==> src/hdl/fmsc_pkg.sv <==
// Shared constants and types of the fused multiply-add special-case unit
package fmsc_pkg;

	// ------------------------------------------------------------
	// Operand field layout
	// ------------------------------------------------------------
	localparam int OPND_W = 64;
	localparam int SP_SIGN = 31;
	localparam int SP_EXP_LO = 23;
	localparam int DP_SIGN = 63;
	localparam int DP_EXP_LO = 52;
	localparam logic [31:0] SP_QNAN_DEFAULT = 32'hFFC00000;
	localparam logic [63:0] DP_QNAN_DEFAULT = 64'hFFF8000000000000;
	localparam logic [7:0] SP_EXP_MAX = 8'hFF;
	localparam logic [10:0] DP_EXP_MAX = 11'h7FF;

	// ------------------------------------------------------------
	// Rounding modes and exception flag positions
	// ------------------------------------------------------------
	typedef enum logic [1:0] {
		FMSC_RND_NEAR = 2'h0,
		FMSC_RND_DOWN = 2'h1,
		FMSC_RND_UP = 2'h2,
		FMSC_RND_ZERO = 2'h3
	} fmsc_rnd_e;
	localparam int EXC_W = 5;
	localparam int EXC_INV = 0;
	localparam int EXC_DEN = 1;
	localparam int EXC_OVF = 2;
	localparam int EXC_UNF = 3;
	localparam int EXC_INX = 4;

	// ------------------------------------------------------------
	// Register map
	// ------------------------------------------------------------
	localparam int REG_AW = 4;
	localparam int REG_DW = 32;
	localparam logic [3:0] OFS_CTRL = 4'h0;
	localparam logic [3:0] OFS_STATUS = 4'h4;
	localparam logic [3:0] OFS_IRQ_MASK = 4'h8;
	localparam logic [3:0] OFS_FEATURE = 4'hC;
	localparam int CTRL_RND_LO = 0;
	localparam int CTRL_MASK_LO = 2;
	localparam logic [6:0] CTRL_RESET = 7'h7C;
	localparam logic [4:0] IRQ_MASK_RESET = 5'h00;
	localparam logic [4:0] STATUS_RESET = 5'h00;
	localparam int FEAT_V128_BIT = 0;
	localparam int FEAT_V256_BIT = 1;
	localparam int FEAT_FMA_BIT = 12;
	localparam int VEC_NARROW_W = 128;
	localparam int VEC_WIDE_W = 256;

endpackage

==> src/hdl/fmsc_class.sv <==
// Operand classifier for single or double precision values
module fmsc_class (
	input wire logic [63:0] opnd,
	input wire logic dbl,
	output logic sign,
	output logic is_nan,
	output logic is_snan,
	output logic is_inf,
	output logic is_zero,
	output logic is_den
);

	logic exp_max;
	logic exp_min;
	logic frac_nz;
	logic qbit;

	// Field extraction by precision
	always_comb begin
		if (dbl) begin
			sign = opnd[fmsc_pkg::DP_SIGN];
			exp_max = &opnd[fmsc_pkg::DP_SIGN-1:fmsc_pkg::DP_EXP_LO];
			exp_min = ~|opnd[fmsc_pkg::DP_SIGN-1:fmsc_pkg::DP_EXP_LO];
			frac_nz = |opnd[fmsc_pkg::DP_EXP_LO-1:0];
			qbit = opnd[fmsc_pkg::DP_EXP_LO-1];
		end else begin
			sign = opnd[fmsc_pkg::SP_SIGN];
			exp_max = &opnd[fmsc_pkg::SP_SIGN-1:fmsc_pkg::SP_EXP_LO];
			exp_min = ~|opnd[fmsc_pkg::SP_SIGN-1:fmsc_pkg::SP_EXP_LO];
			frac_nz = |opnd[fmsc_pkg::SP_EXP_LO-1:0];
			qbit = opnd[fmsc_pkg::SP_EXP_LO-1];
		end
	end

	// Class flags
	assign is_nan = exp_max & frac_nz;
	assign is_snan = is_nan & ~qbit;
	assign is_inf = exp_max & ~frac_nz;
	assign is_zero = exp_min & ~frac_nz;
	assign is_den = exp_min & frac_nz;

endmodule

==> src/hdl/fmsc_quiet.sv <==
// Quietizer: sets the leading fraction bit of a NaN
module fmsc_quiet (
	input wire logic [63:0] opnd,
	input wire logic dbl,
	output logic [63:0] quiet
);

	// Quiet NaN passes unchanged, signalling NaN gains its quiet bit
	always_comb begin
		quiet = opnd;
		if (dbl) begin
			quiet[fmsc_pkg::DP_EXP_LO-1] = 1'b1;
		end else begin
			quiet[fmsc_pkg::SP_EXP_LO-1] = 1'b1;
			quiet[63:32] = 32'h00000000;
		end
	end

endmodule

==> src/hdl/fmsc_top.sv <==
// Special-operand and result selection for a fused multiply-add unit
//Function
//RULE1 - NaN multiplicand gives it quietized; any sNaN raises invalid
//RULE2 - Else NaN multiplier: quietized; invalid if it or addend is sNaN
//RULE3 - Only addend NaN returns it quietized; invalid only if it signals
//RULE4 - Infinite product and addend: same sign keeps it, else default NaN
//RULE5 - Infinite product, finite or zero addend: infinity of product sign
//RULE6 - Infinity times zero gives default quiet NaN and raises invalid
//RULE7 - Finite product, infinite addend: infinity of effective addend sign
//RULE8 - Zero product plus zero addend gives zero signed by operands and mode
//RULE9 - Finite nonzero product with zero addend returns the rounded product
//RULE10 - Exact cancellation gives zero signed by the mode; else round once
//RULE11 - Unmasked exception keeps destination contents and traps to handler
//RULE12 - Identification register reports fused multiply-add support at bit 12
//RULE13 - Software checks feature bits and vector state enables before use
//RULE14 - Both 128-bit and 256-bit vector forms are provided
//RULE15 - Default quiet NaN: sign one, top fraction bit one, rest zero
//RULE16 - Quietizing keeps a quiet NaN and quiets a signalling one
//RULE17 - Opposite-sign zero sum is minus zero under round-down, else plus
//RULE18 - Every invalid case sets the invalid flag in the status register
//
// Added by the designer: the register offsets and the address-and-strobe port.
module fmsc_top (
	input wire logic MCLK,
	input wire logic RESET,
	input wire logic OP_VALID,
	input wire logic [63:0] OP_X,
	input wire logic [63:0] OP_Y,
	input wire logic [63:0] OP_Z,
	input wire logic OP_DOUBLE,
	input wire logic OP_NEG_PROD,
	input wire logic OP_SUB_ADDEND,
	input wire logic [63:0] OP_DEST,
	input wire logic [63:0] ARITH_RESULT,
	input wire logic ARITH_OVERFLOW,
	input wire logic ARITH_UNDERFLOW,
	input wire logic ARITH_INEXACT,
	output logic RES_VALID,
	output logic [63:0] RES_DATA,
	output logic RES_WRITE,
	output logic FP_TRAP,
	output logic [4:0] EXC_FLAGS,
	input wire logic [3:0] REG_ADDR,
	input wire logic [31:0] REG_WDATA,
	input wire logic REG_WR,
	input wire logic REG_RD,
	output logic [31:0] REG_RDATA,
	output logic IRQ
);

	// ------------------------------------------------------------
	// Operand classification
	// ------------------------------------------------------------
	logic [63:0] opnd [3];
	logic [63:0] qv [3];
	logic [2:0] sgn;
	logic [2:0] nan;
	logic [2:0] snan;
	logic [2:0] inf;
	logic [2:0] zero;
	logic [2:0] den;

	assign opnd[0] = OP_X;
	assign opnd[1] = OP_Y;
	assign opnd[2] = OP_Z;

	// One classifier and one quietizer per source operand
	for (genvar i = 0; i < 3; i++) begin : g_opnd
		fmsc_class u_class (
			.opnd(opnd[i]),
			.dbl(OP_DOUBLE),
			.sign(sgn[i]),
			.is_nan(nan[i]),
			.is_snan(snan[i]),
			.is_inf(inf[i]),
			.is_zero(zero[i]),
			.is_den(den[i])
		);
		fmsc_quiet u_quiet (
			.opnd(opnd[i]),
			.dbl(OP_DOUBLE),
			.quiet(qv[i])
		);
	end

	// ------------------------------------------------------------
	// Control, status and mask registers
	// ------------------------------------------------------------
	logic [6:0] ctrl;
	logic [4:0] status;
	logic [4:0] irq_mask;
	logic [1:0] rnd_mode;
	logic [4:0] exc_mask;
	logic wr_ctrl;
	logic wr_status;
	logic wr_mask;

	assign rnd_mode = ctrl[fmsc_pkg::CTRL_RND_LO+:2];
	assign exc_mask = ctrl[fmsc_pkg::CTRL_MASK_LO+:fmsc_pkg::EXC_W];
	assign wr_ctrl = REG_WR && (REG_ADDR == fmsc_pkg::OFS_CTRL);
	assign wr_status = REG_WR && (REG_ADDR == fmsc_pkg::OFS_STATUS);
	assign wr_mask = REG_WR && (REG_ADDR == fmsc_pkg::OFS_IRQ_MASK);

	// Rounding mode and exception masks
	always_ff @(posedge MCLK or posedge RESET) begin
		if (RESET) begin
			ctrl <= fmsc_pkg::CTRL_RESET;
		end else if (wr_ctrl) begin
			ctrl <= REG_WDATA[6:0];
		end
	end

	// Interrupt mask
	always_ff @(posedge MCLK or posedge RESET) begin
		if (RESET) begin
			irq_mask <= fmsc_pkg::IRQ_MASK_RESET;
		end else if (wr_mask) begin
			irq_mask <= REG_WDATA[4:0];
		end
	end

	// ------------------------------------------------------------
	// Value builders
	// ------------------------------------------------------------
	function automatic logic [63:0] mk_inf(input logic s, input logic d);
		if (d) begin
			mk_inf = {s, fmsc_pkg::DP_EXP_MAX, 52'h0};
		end else begin
			mk_inf = {32'h0, s, fmsc_pkg::SP_EXP_MAX, 23'h0};
		end
	endfunction

	function automatic logic [63:0] mk_zero(input logic s, input logic d);
		if (d) begin
			mk_zero = {s, 63'h0};
		end else begin
			mk_zero = {32'h0, s, 31'h0};
		end
	endfunction

	function automatic logic [63:0] mk_sign(input logic [63:0] v,
		input logic s, input logic d);
		mk_sign = v;
		if (d) begin
			mk_sign[fmsc_pkg::DP_SIGN] = s;
		end else begin
			mk_sign[fmsc_pkg::SP_SIGN] = s;
		end
	endfunction

	// ------------------------------------------------------------
	// Special-case result selection
	// ------------------------------------------------------------
	logic prod_sign;
	logic add_sign;
	logic rnd_down;
	logic prod_inf;
	logic prod_zero;
	logic inf_x_zero;
	logic arith_zero;
	logic [63:0] dq_nan;
	logic [63:0] next_res;
	logic next_inv;
	logic arith_path;

	assign prod_sign = sgn[0] ^ sgn[1] ^ OP_NEG_PROD;
	assign add_sign = sgn[2] ^ OP_SUB_ADDEND;
	assign rnd_down = (rnd_mode == fmsc_pkg::FMSC_RND_DOWN);
	assign prod_inf = inf[0] | inf[1];
	assign prod_zero = zero[0] | zero[1];
	assign inf_x_zero = (inf[0] & zero[1]) | (zero[0] & inf[1]);
	assign arith_zero = OP_DOUBLE ? ~|ARITH_RESULT[62:0] :
		~|ARITH_RESULT[30:0];
	assign dq_nan = OP_DOUBLE ? fmsc_pkg::DP_QNAN_DEFAULT : // RULE15
		{32'h0, fmsc_pkg::SP_QNAN_DEFAULT};

	// Priority chain over operand classes
	always_comb begin
		next_res = ARITH_RESULT;
		next_inv = 1'b0;
		arith_path = 1'b0;
		if (nan[0]) begin
			next_res = qv[0]; // RULE1 RULE16
			next_inv = |snan;
		end else if (nan[1]) begin
			next_res = qv[1]; // RULE2
			next_inv = snan[1] | snan[2];
		end else if (nan[2]) begin
			next_res = qv[2]; // RULE3
			next_inv = snan[2];
		end else if (inf_x_zero) begin
			next_res = dq_nan; // RULE6
			next_inv = 1'b1;
		end else if (prod_inf && inf[2]) begin
			if (prod_sign == add_sign) begin
				next_res = mk_inf(prod_sign, OP_DOUBLE); // RULE4
			end else begin
				next_res = dq_nan; // RULE4
				next_inv = 1'b1;
			end
		end else if (prod_inf) begin
			next_res = mk_inf(prod_sign, OP_DOUBLE); // RULE5
		end else if (inf[2]) begin
			next_res = mk_inf(add_sign, OP_DOUBLE); // RULE7
		end else if (prod_zero && zero[2]) begin
			if (prod_sign == add_sign) begin
				next_res = mk_zero(prod_sign, OP_DOUBLE); // RULE8
			end else begin
				next_res = mk_zero(rnd_down, OP_DOUBLE); // RULE17
			end
		end else if (prod_zero) begin
			next_res = mk_sign(OP_Z, add_sign, OP_DOUBLE); // RULE10
		end else if (zero[2]) begin
			next_res = ARITH_RESULT; // RULE9
			arith_path = 1'b1;
		end else begin
			arith_path = 1'b1;
			if (arith_zero && !ARITH_INEXACT) begin
				next_res = mk_zero(rnd_down, OP_DOUBLE); // RULE10 RULE17
			end
		end
	end

	// ------------------------------------------------------------
	// Exceptions and destination update
	// ------------------------------------------------------------
	logic [4:0] raised;
	logic unmasked;

	// Exception vector of the current operation
	always_comb begin
		raised = '0;
		raised[fmsc_pkg::EXC_INV] = next_inv;
		raised[fmsc_pkg::EXC_DEN] = |den & ~|nan;
		raised[fmsc_pkg::EXC_OVF] = arith_path & ARITH_OVERFLOW;
		raised[fmsc_pkg::EXC_UNF] = arith_path & ARITH_UNDERFLOW;
		raised[fmsc_pkg::EXC_INX] = arith_path & ARITH_INEXACT;
	end

	assign unmasked = |(raised & ~exc_mask);

	// Result register; a trapped operation returns the old destination
	always_ff @(posedge MCLK or posedge RESET) begin
		if (RESET) begin
			RES_VALID <= 1'b0;
			RES_DATA <= '0;
			RES_WRITE <= 1'b0;
			FP_TRAP <= 1'b0;
			EXC_FLAGS <= '0;
		end else begin
			RES_VALID <= OP_VALID;
			RES_WRITE <= OP_VALID & ~unmasked; // RULE11
			FP_TRAP <= OP_VALID & unmasked; // RULE11
			EXC_FLAGS <= OP_VALID ? raised : '0;
			if (OP_VALID) begin
				RES_DATA <= unmasked ? OP_DEST : next_res; // RULE11
			end
		end
	end

	// Sticky status: a new event wins over a write-one clear
	always_ff @(posedge MCLK or posedge RESET) begin
		if (RESET) begin
			status <= fmsc_pkg::STATUS_RESET;
		end else begin
			status <= (status & ~(wr_status ? REG_WDATA[4:0] : 5'h00)) |
				(OP_VALID ? raised : 5'h00); // RULE18
		end
	end

	assign IRQ = |(status & irq_mask);

	// ------------------------------------------------------------
	// Register read port
	// ------------------------------------------------------------
	logic [31:0] feature;

	// Capability word: fused multiply-add and both vector widths
	always_comb begin
		feature = '0;
		feature[fmsc_pkg::FEAT_FMA_BIT] = 1'b1; // RULE12
		feature[fmsc_pkg::FEAT_V128_BIT] = // RULE14
			(fmsc_pkg::VEC_NARROW_W == 128);
		feature[fmsc_pkg::FEAT_V256_BIT] = // RULE14
			(fmsc_pkg::VEC_WIDE_W == 256);
	end

	// Read data stand for one cycle after the strobe
	always_ff @(posedge MCLK or posedge RESET) begin
		if (RESET) begin
			REG_RDATA <= '0;
		end else if (REG_RD) begin
			case (REG_ADDR)
				fmsc_pkg::OFS_CTRL: REG_RDATA <= {25'h0, ctrl};
				fmsc_pkg::OFS_STATUS: REG_RDATA <= {27'h0, status};
				fmsc_pkg::OFS_IRQ_MASK: REG_RDATA <= {27'h0, irq_mask};
				fmsc_pkg::OFS_FEATURE: REG_RDATA <= feature;
				default: REG_RDATA <= '0;
			endcase
		end else begin
			REG_RDATA <= '0;
		end
	end

	logic inv_masked;
	assign inv_masked = exc_mask[fmsc_pkg::EXC_INV];
endmodule

==> config.mk <==
export PLATFORM = sky130hd
export DESIGN_NAME = fmsc_top
export DESIGN_NICKNAME = d
export VERILOG_FILES = /design/src/hdl/fmsc_pkg.sv /design/src/hdl/fmsc_class.sv /design/src/hdl/fmsc_quiet.sv /design/src/hdl/fmsc_top.sv
export SDC_FILE = /design/constraint.sdc
export NUM_CORES = 1
export LEC_CHECK = 0
export ABC_AREA = 1
export ABC_CLOCK_PERIOD_IN_PS = 9800
export BUFFER_PORTS_ARGS = -buffer_cell sky130_fd_sc_hd__buf_2
export CAP_MARGIN = 20
export CORE_AREA = 5 5 178 180
export CTS_CLUSTER_SIZE = 40
export DETAILED_ROUTE_END_ITERATION = 7
export DIE_AREA = 0 0 183 185
export PLACE_DENSITY_LB_ADDON = 0.15
export SLEW_MARGIN = 0
export SYNTH_ARGS = -nofsm -noshare
export SYNTH_HDL_FRONTEND = slang
export SYNTH_SLANG_ARGS = --single-unit
export TNS_END_PERCENT = 30
==> constraint.sdc <==
create_clock -name MCLK -period 9.8 [get_ports MCLK]
set_clock_uncertainty 0.1 [all_clocks]
set_input_delay 2.45 -clock MCLK [delete_from_list [all_inputs] [get_ports MCLK]]
set_output_delay 2.45 -clock MCLK [all_outputs]
set_load 0.1 [all_outputs]
==> reports/qor.txt, run 1 <==
Clock Path Buffers: 2
Final Hold Viols: 0
mean area per synthesized cell: 5.89 µm²
area of placed instances: 10900 µm²
placed wire-length estimate: 35200 µm
max incr delay on CP: 790 ps
endpoints failing setup: 0
Clock Power Share: 22.1%
Buf/Inv on CP: 3
pre-CTS WS: 2580 ps
number of core rows: 64
CTS tree: built
Clock Sinks: 97
min-delay worst type: reg2reg
Cells after Synth: 1467
largest cells by area after synthesis: dfrtp_1 27%, nand2_1 22%, nand3_1 9.7%
Vias/cell: 4.93
area leader, netlist: dfrtp_1
cts repair resizes: 0
synth cell count leaders: 504 x nand2_1, 168 x nand3_1, 144 x inv_1
clock root buffer: clkbuf_16
first-pass GRT wire length: 63500 µm
yosys warns: 0
P per Cell Area: 151 nW/µm²
fraction of registers with async set/reset: 100%
Post-synth EDFFs: 0
Slowest-stage cell, CP: nand2_1
Die ar.: 33900 µm²
synth unique cells: 37
actual slew at the worst max-slew pin: 1050 ps
initial antenna violation count: 8
worst vdd ir: 99.9 µV
First DRT Iteration DRCs: 657
Top cell by count, worst path: nand2_1
Final Max Slew Viols: 0
period utilization: 69.7%
combinational share of power: 48.3%
Num CTS Buffers: 9
crit path kind: in2reg
Post-CTS Hold Buffers: 0
Seq pwr share: 29.6%
endpoint class of the critical path: register
share of post-route cells with drive strength above 1: 26.4%
grt ovf: 0
Max transition margin: 29.5%
Startpoint Class: input pin
Tot Pwr: 1.70 mW
vias in the first global route: 10875
router iterations before antenna repair: 7
post-route DRC violation count: 0
sequential share of the synthesized area: 28.1%
Top FF cell, synth: dfrtp_1
Post-DRT Antenna Nets: 0
Total Routed Length: 43300 µm
DIE WIDTH: 183 µm
Clock transition at path regs: 70 ps
Final WS setup: 2970 ps
Placer Congestion: 0.901
dpl cells: 2228
setup TNS: 0 ps
CP delay by family, top: simple AND/OR/NAND/NOR gates
Tot GR Track Use: 24.4%
number of synthesized register bits: 97
CP Data Arrival Time: 7030 ps
Critical Path RT: 10000 ps
Synth top area share: 26.6%
Syn Std Cell Area: 8650 µm²
RSZ-0062 raised after global routing: no
Die Y: 185 µm
Syn-to-layout area delta: 30.3%
# Max-Cap Violations: 0
CTS H-tree lvls: 3
Ports: 472
total core area: 30000 µm²
post-DR wirelength/cell: 19.2 µm
Period minus WS final: 6830 ps
Crit Path Max Fanout: 36
worst skew pair latency: 360 ps
internal power: 0.829 mW
PortBufs: 422
count of non-filler cells in the finished layout: 2248
post-route cell area: 11300 µm²
Static Leakage: 6.17 nW
status: finished, final reports clean
cell with the most instances after synthesis: nand2_1
Starting Density: 28.8%
nets@finish: 2210
sw frac: 51.2%
NetSw: 0.870 mW
worst-path cell chain: buf_2, inv_1, nand3_1, nor2_1, nand2_1, nor2_1, nand2_1, nand2_1, nand3_1, nor2_1, nand4_1, nand2_1, nor2_2, a21oi_4, buf_4, nand2_1, nand3_1
f_max: 146 MHz
largest net degree at the start of global routing: 69
Via Count: 11074
Post-CTS Setup Inserts: 0
[worst paths after layout]
| kind | startpoint | endpoint | slack (ps) | depth (start not counted) |
|---|---|---|---|---|
| worst max-delay path | OP_X[22] | RES_DATA[42] | 2970 | 17 |
| worst min-delay path | RES_DATA[8] | RES_DATA[8] | 390 | 2 |
| worst max register to register | ctrl[3] | RES_DATA[24] | 7170 | 8 |
| worst min register to register | RES_DATA[8] | RES_DATA[8] | 390 | 2 |
| max in group asynchronous | RESET | RES_DATA[10] | 6370 | 3 |
| min in group asynchronous | RESET | RES_DATA[56] | 1990 | 2 |
[per-stage QoR]
step	util (%)	hold WS, ps
after floorplan	-	353
after global placement	36.5	371
after detailed placement	36.5	377
after CTS	37.5	394
after global routing	37.5	418
final	37.5	387
[sequential cells by signal, summed over array words and instances, names as in the netlist]
name / count
EXC_FLAGS: 5
ctrl: 7
RES_DATA: 64
FP_TRAP: 1
RES_WRITE: 1
REG_RDATA: 8
RES_VALID: 1
status: 5
irq_mask: 5
[cells in the final DEF, fill, tap and decap left out, types with 14 or more instances in the layout]
cell and n:
a21oi_1 49, buf_2 422, buf_4 14, conb_1 24, dfrtp_1 92, inv_1 142
nand2_1 504, nand3_1 168, nand4_1 29, nor2_1 140, nor3_1 41, o211ai_1 43
o21ai_0 65
[logic make-up (layout without fill, tap and decap cells)]
| kind of cell | Yosys count | count (layout) | synth area share [%] |
|---|---|---|---|
| buffers and inverters | 248 | 606 | 12.6 |
| other | 1 | 28 | 0.0434 |
| flip-flops | 97 | 97 | 28.1 |
| AO/OA/AOI/OAI | 200 | 200 | 14.2 |
| AND/OR/NAND/NOR | 920 | 920 | 45.0 |
| XOR/XNOR | 1 | 1 | 0.101 |
[layout make-up]
type                            count  area [µm²]
Inverter                          154         581
Tap cell                          396         495
Clock buffer                       11         243
Fill cell                        3441       18800
Multi-Input combinational cell   1145        5220
Antenna cell                        4        10.0
Sequential cell                    97        2430
Clock inverter                      5        62.6
Timing Repair Buffer              436        2220
[per-layer routing]
metal / wire (µm) / GRT usage, %
met5: 54 / 0
met4: 1020 / 7.03
met3: 3730 / 6.09
met2: 21000 / 42.4
met1: 17500 / 30.1
[power by group through the flow]
| stage | combinational (mW) | clock [mW] | sequential, mW |
|---|---|---|---|
| 6_report | 0.820 | 0.376 | 0.503 |
| 5_1_grt | 0.867 | 0.398 | 0.512 |
| 4_1_cts | 0.826 | 0.381 | 0.503 |
| 3_5_place_dp | 0.825 | 0 | 0.510 |
| 3_3_place_gp | 0.822 | 0 | 0.509 |
| 2_1_floorplan | 0.226 | 0 | 0.897 |
[worst register-to-register path, cell delays in order, from the launching register on]
cell and delay [ps]:
dfstp_2 550, or2_0 120, nand2_1 70, nor2_2 160
nand2_1 140, nor2_4 480, buf_4 540, nand2_1 270
nand3_1 130
(Power assumes the default switching activity.)
==> inputs of run 2 (changes only) <==
--- a/config.mk
+++ b/config.mk
@@ -5,14 +5,14 @@
 export SDC_FILE = /design/constraint.sdc
 export NUM_CORES = 1
 export LEC_CHECK = 0
-export ABC_AREA = 1
-export ABC_CLOCK_PERIOD_IN_PS = 9800
+export ABC_AREA = 0
+export ABC_CLOCK_PERIOD_IN_PS = 6300
 export BUFFER_PORTS_ARGS = -buffer_cell sky130_fd_sc_hd__buf_2
 export CAP_MARGIN = 20
-export CORE_AREA = 5 5 178 180
+export CORE_AREA = 5 5 180 182
 export CTS_CLUSTER_SIZE = 40
 export DETAILED_ROUTE_END_ITERATION = 7
-export DIE_AREA = 0 0 183 185
+export DIE_AREA = 0 0 185 187
 export PLACE_DENSITY_LB_ADDON = 0.15
 export SLEW_MARGIN = 0
 export SYNTH_ARGS = -nofsm -noshare
==> constraint.sdc (replaced) <==
create_clock -name MCLK -period 6.3 [get_ports MCLK]
set_clock_uncertainty 0.1 [all_clocks]
set_input_delay 1.575 -clock MCLK [delete_from_list [all_inputs] [get_ports MCLK]]
set_output_delay 1.575 -clock MCLK [all_outputs]
set_load 0.1 [all_outputs]
==> run 2 against run 1 <==
  * Design area shrank 5.2%
  * Total power grew 57%
  * Global-route usage down 0.42 points
  * Synthesized area fell by 8.2%
  * Setup slack got worse by 2100 ps
  * Largest cell class unchanged
==> reports/qor.txt, run 2 <==
status: finished, final reports clean
Top FF cell, synth: dfrtp_1
Final Max Slew Viols: 0 (unchanged)
# fillers: 3388 (-1.5%)
Vias/cell: 5.60 (+14%)
largest cells by area after synthesis: dfrtp_1 29%, nand2_1 6.5%, nand3_1 5.9%
Placer Congestion: 0.960 (+6.6%)
Clock Power Share: 22.5% (+0.4 points)
Via Count: 9986 (-9.8%)
internal power: 1.30 mW (+56%)
Top reg by flops: RES_DATA
Post-synth EDFFs: 0 (unchanged)
worst-path cell chain: buf_2, nor4_1, nand4_1, o21ai_2, nand2_1, a221oi_1, o32a_1, o221ai_4, nor4_1, o31ai_1
largest net degree at the start of global routing: 76 (+10%)
Hold WS: 378 ps (-8.93 ps)
number of synthesized register bits: 97 (unchanged)
endpoints failing setup: 0 (unchanged)
R2R cell count: 7 (-1)
Static Leakage: 4.87 nW (-21%)
period utilization: 86.6%
Synth top area share: 29.0% (+2.4 points)
Starting Density: 26.1% (-2.7 points)
CTS tree: built
vias in the first global route: 9878 (-9.2%)
Top cell by count, worst path: nor4_1
Tot GR Track Use: 24.0% (-0.42 points)
area leader, netlist: dfrtp_1
Tot Pwr: 2.66 mW (+57%)
sw frac: 51.3% (+0.092 points)
multi-input logic area: 5070 µm² (-2.9%)
Die ar.: 34600 µm² (+2.2%)
Clock transition at path regs: 80 ps (about the same)
CP Launch Point: OP_Z[27]
CTS H-tree lvls: 3 (unchanged)
placed wire-length estimate: 35600 µm (+0.99%)
First DRT Iteration DRCs: 860 (+31%)
router iterations before antenna repair: 5 (-2)
Critical Path RT: 6400 ps (-3600 ps)
nets@finish: 1742 (-21%)
Startpoint Class: input pin
Crit Path Max Fanout: 27 (-25%)
Ports: 472 (unchanged)
combinational share of power: 48.1% (-0.2 points)
Syn Std Cell Area: 7940 µm² (-8.2%)
Clock Path Buffers: 2 (unchanged)
Post-DRT Antenna Nets: 0 (unchanged)
f_max: 183 MHz
total core area: 30400 µm² (+1.3%)
Cells after Synth: 992 (-32%)
Clock Sinks: 97 (unchanged)
Period minus WS final: 5450 ps
endpoint class of the critical path: register
max reg flops: 64 (unchanged)
Post-CTS Hold Buffers: 0 (unchanged)
Die Y: 187 µm (+1.1%)
cts repair resizes: 0 (unchanged)
post-route DRC violation count: 0 (unchanged)
# Max-Cap Violations: 0 (unchanged)
area of placed instances: 10300 µm² (-5.5%)
initial antenna violation count: 10 (+2)
biggest regs: RES_DATA: 64 flops, REG_RDATA: 8 flops, ctrl: 7 flops
Seq pwr share: 29.4% (-0.2 points)
Max transition margin: 26.3% (-3.2 points)
synth cell count leaders: 137 x nand2_1, 93 x nand3_1, 92 x dfrtp_1
Reg2Reg Launch Point: ctrl[4]
FF+latch area: 2430 µm² (unchanged)
crit path kind: in2reg
post-route cell area: 10700 µm² (-5.2%)
yosys warns: 0 (unchanged)
cell with the most instances after synthesis: nand2_1
number of core rows: 64 (unchanged)
PortBufs: 422 (unchanged)
most common cell after layout, fill and taps aside: buf_2
CP Data Arrival Time: 5550 ps (-1480 ps)
mean area per synthesized cell: 8.01 µm² (+36%)
sequential share of the synthesized area: 30.6% (+2.5 points)
P per Cell Area: 249 nW/µm² (+65%)
share of post-route cells with drive strength above 1: 38.0% (+12 points)
min-delay worst type: reg2reg
most frequent cells in the layout: 421 x buf_2, 137 x nand2_1, 93 x nand3_1, 92 x dfrtp_1, 71 x nor2_1
max incr delay on CP: 920 ps (+130 ps)
first-pass GRT wire length: 63400 µm (-0.17%)
Worst Hold Depth: 2 (unchanged)
NetSw: 1.37 mW (+57%)
Syn-to-layout area delta: 34.5%
worst skew pair latency: 370 ps (about the same)
post-DR wirelength/cell: 24.8 µm (+29%)
Num CTS Buffers: 9 (unchanged)
actual slew at the worst max-slew pin: 1090 ps (+40.7 ps)
RSZ-0062 raised after global routing: no
Total Routed Length: 44300 µm (+2.3%)
DIE WIDTH: 185 µm (+1.1%)
min-delay src: RES_DATA[51]
Final Hold Viols: 0 (unchanged)
grt ovf: 0 (unchanged)
clock root buffer: clkbuf_16
Post-CTS Setup Inserts: 0 (unchanged)
worst vdd ir: 121 µV (+21%)
fraction of registers with async set/reset: 100% (unchanged)
synth unique cells: 84 (+130%)
Slowest-stage cell, CP: nor4_1
setup TNS: 0 ps (unchanged)
run 2: worst max-delay path, delay by kind of cell:
kind | cells | cell delay [ps]
AND/OR/NAND/NOR | 4 | 1980
AO/OA/AOI/OAI | 5 | 1840
buffers and inverters | 1 | 110
run 2: logic make-up (layout without fill, tap and decap cells):
logic type,Yosys count,count (layout),share of synthesized area (%)
simple gates,446,446,27.8
compound gates,308,308,30.1
buf+inv,105,470,6.82
flops,97,97,30.6
mux,29,29,3.89
xor+xnor,5,5,0.552
fa+ha+maj,1,1,0.126
other cells,1,32,0.0472
run 2: through the flow:
stage          std cells  utilization (%)  setup slack (ps)
2_1_floorplan       1015                -              2080
3_3_place_gp        1760             34.0               585
3_5_place_dp        1760             34.0               501
4_1_cts             1776             35.0               874
5_1_grt             1784             35.1               553
6_report            1784             35.1               846
run 2: power groups by stage:
stage | clock network (mW) | logic [mW] | registers, mW
2_1_floorplan | 0 | 0.387 | 1.34
3_3_place_gp | 0 | 1.28 | 0.792
4_1_cts | 0.621 | 1.29 | 0.781
6_report | 0.599 | 1.28 | 0.782
5_1_grt | 0.642 | 1.34 | 0.793
3_5_place_dp | 0 | 1.28 | 0.792
run 2: final timing paths:
kind	end	slack, ps
worst max-delay path	RES_DATA[31]	850
worst min-delay path	RES_DATA[51]	380
worst max register to register	RES_DATA[31]	3700
worst min register to register	RES_DATA[51]	380
max in group asynchronous	RES_DATA[28]	3700
min in group asynchronous	RES_DATA[38]	1150
run 2: per-layer routing:
layer | GRT usage, % | routed length (µm) | up-vias
met5 | 0 | 27 | -
met4 | 5.22 | 734 | 4
met3 | 3.68 | 3320 | 43
met2 | 40.1 | 21300 | 532
met1 | 32.8 | 18900 | 4820
li1 | - | - | 4587
run 2: area by class of cell:
type                    count  share of cell area, %
well taps                 396                   4.64
inverters                   7                  0.281
diodes                      8                  0.187
flip-flops and latches     97                   22.8
clock buffers               9                   2.11
repair buffers            447                   21.7
clock inverters             7                  0.855
multi-input cells         813                   47.5
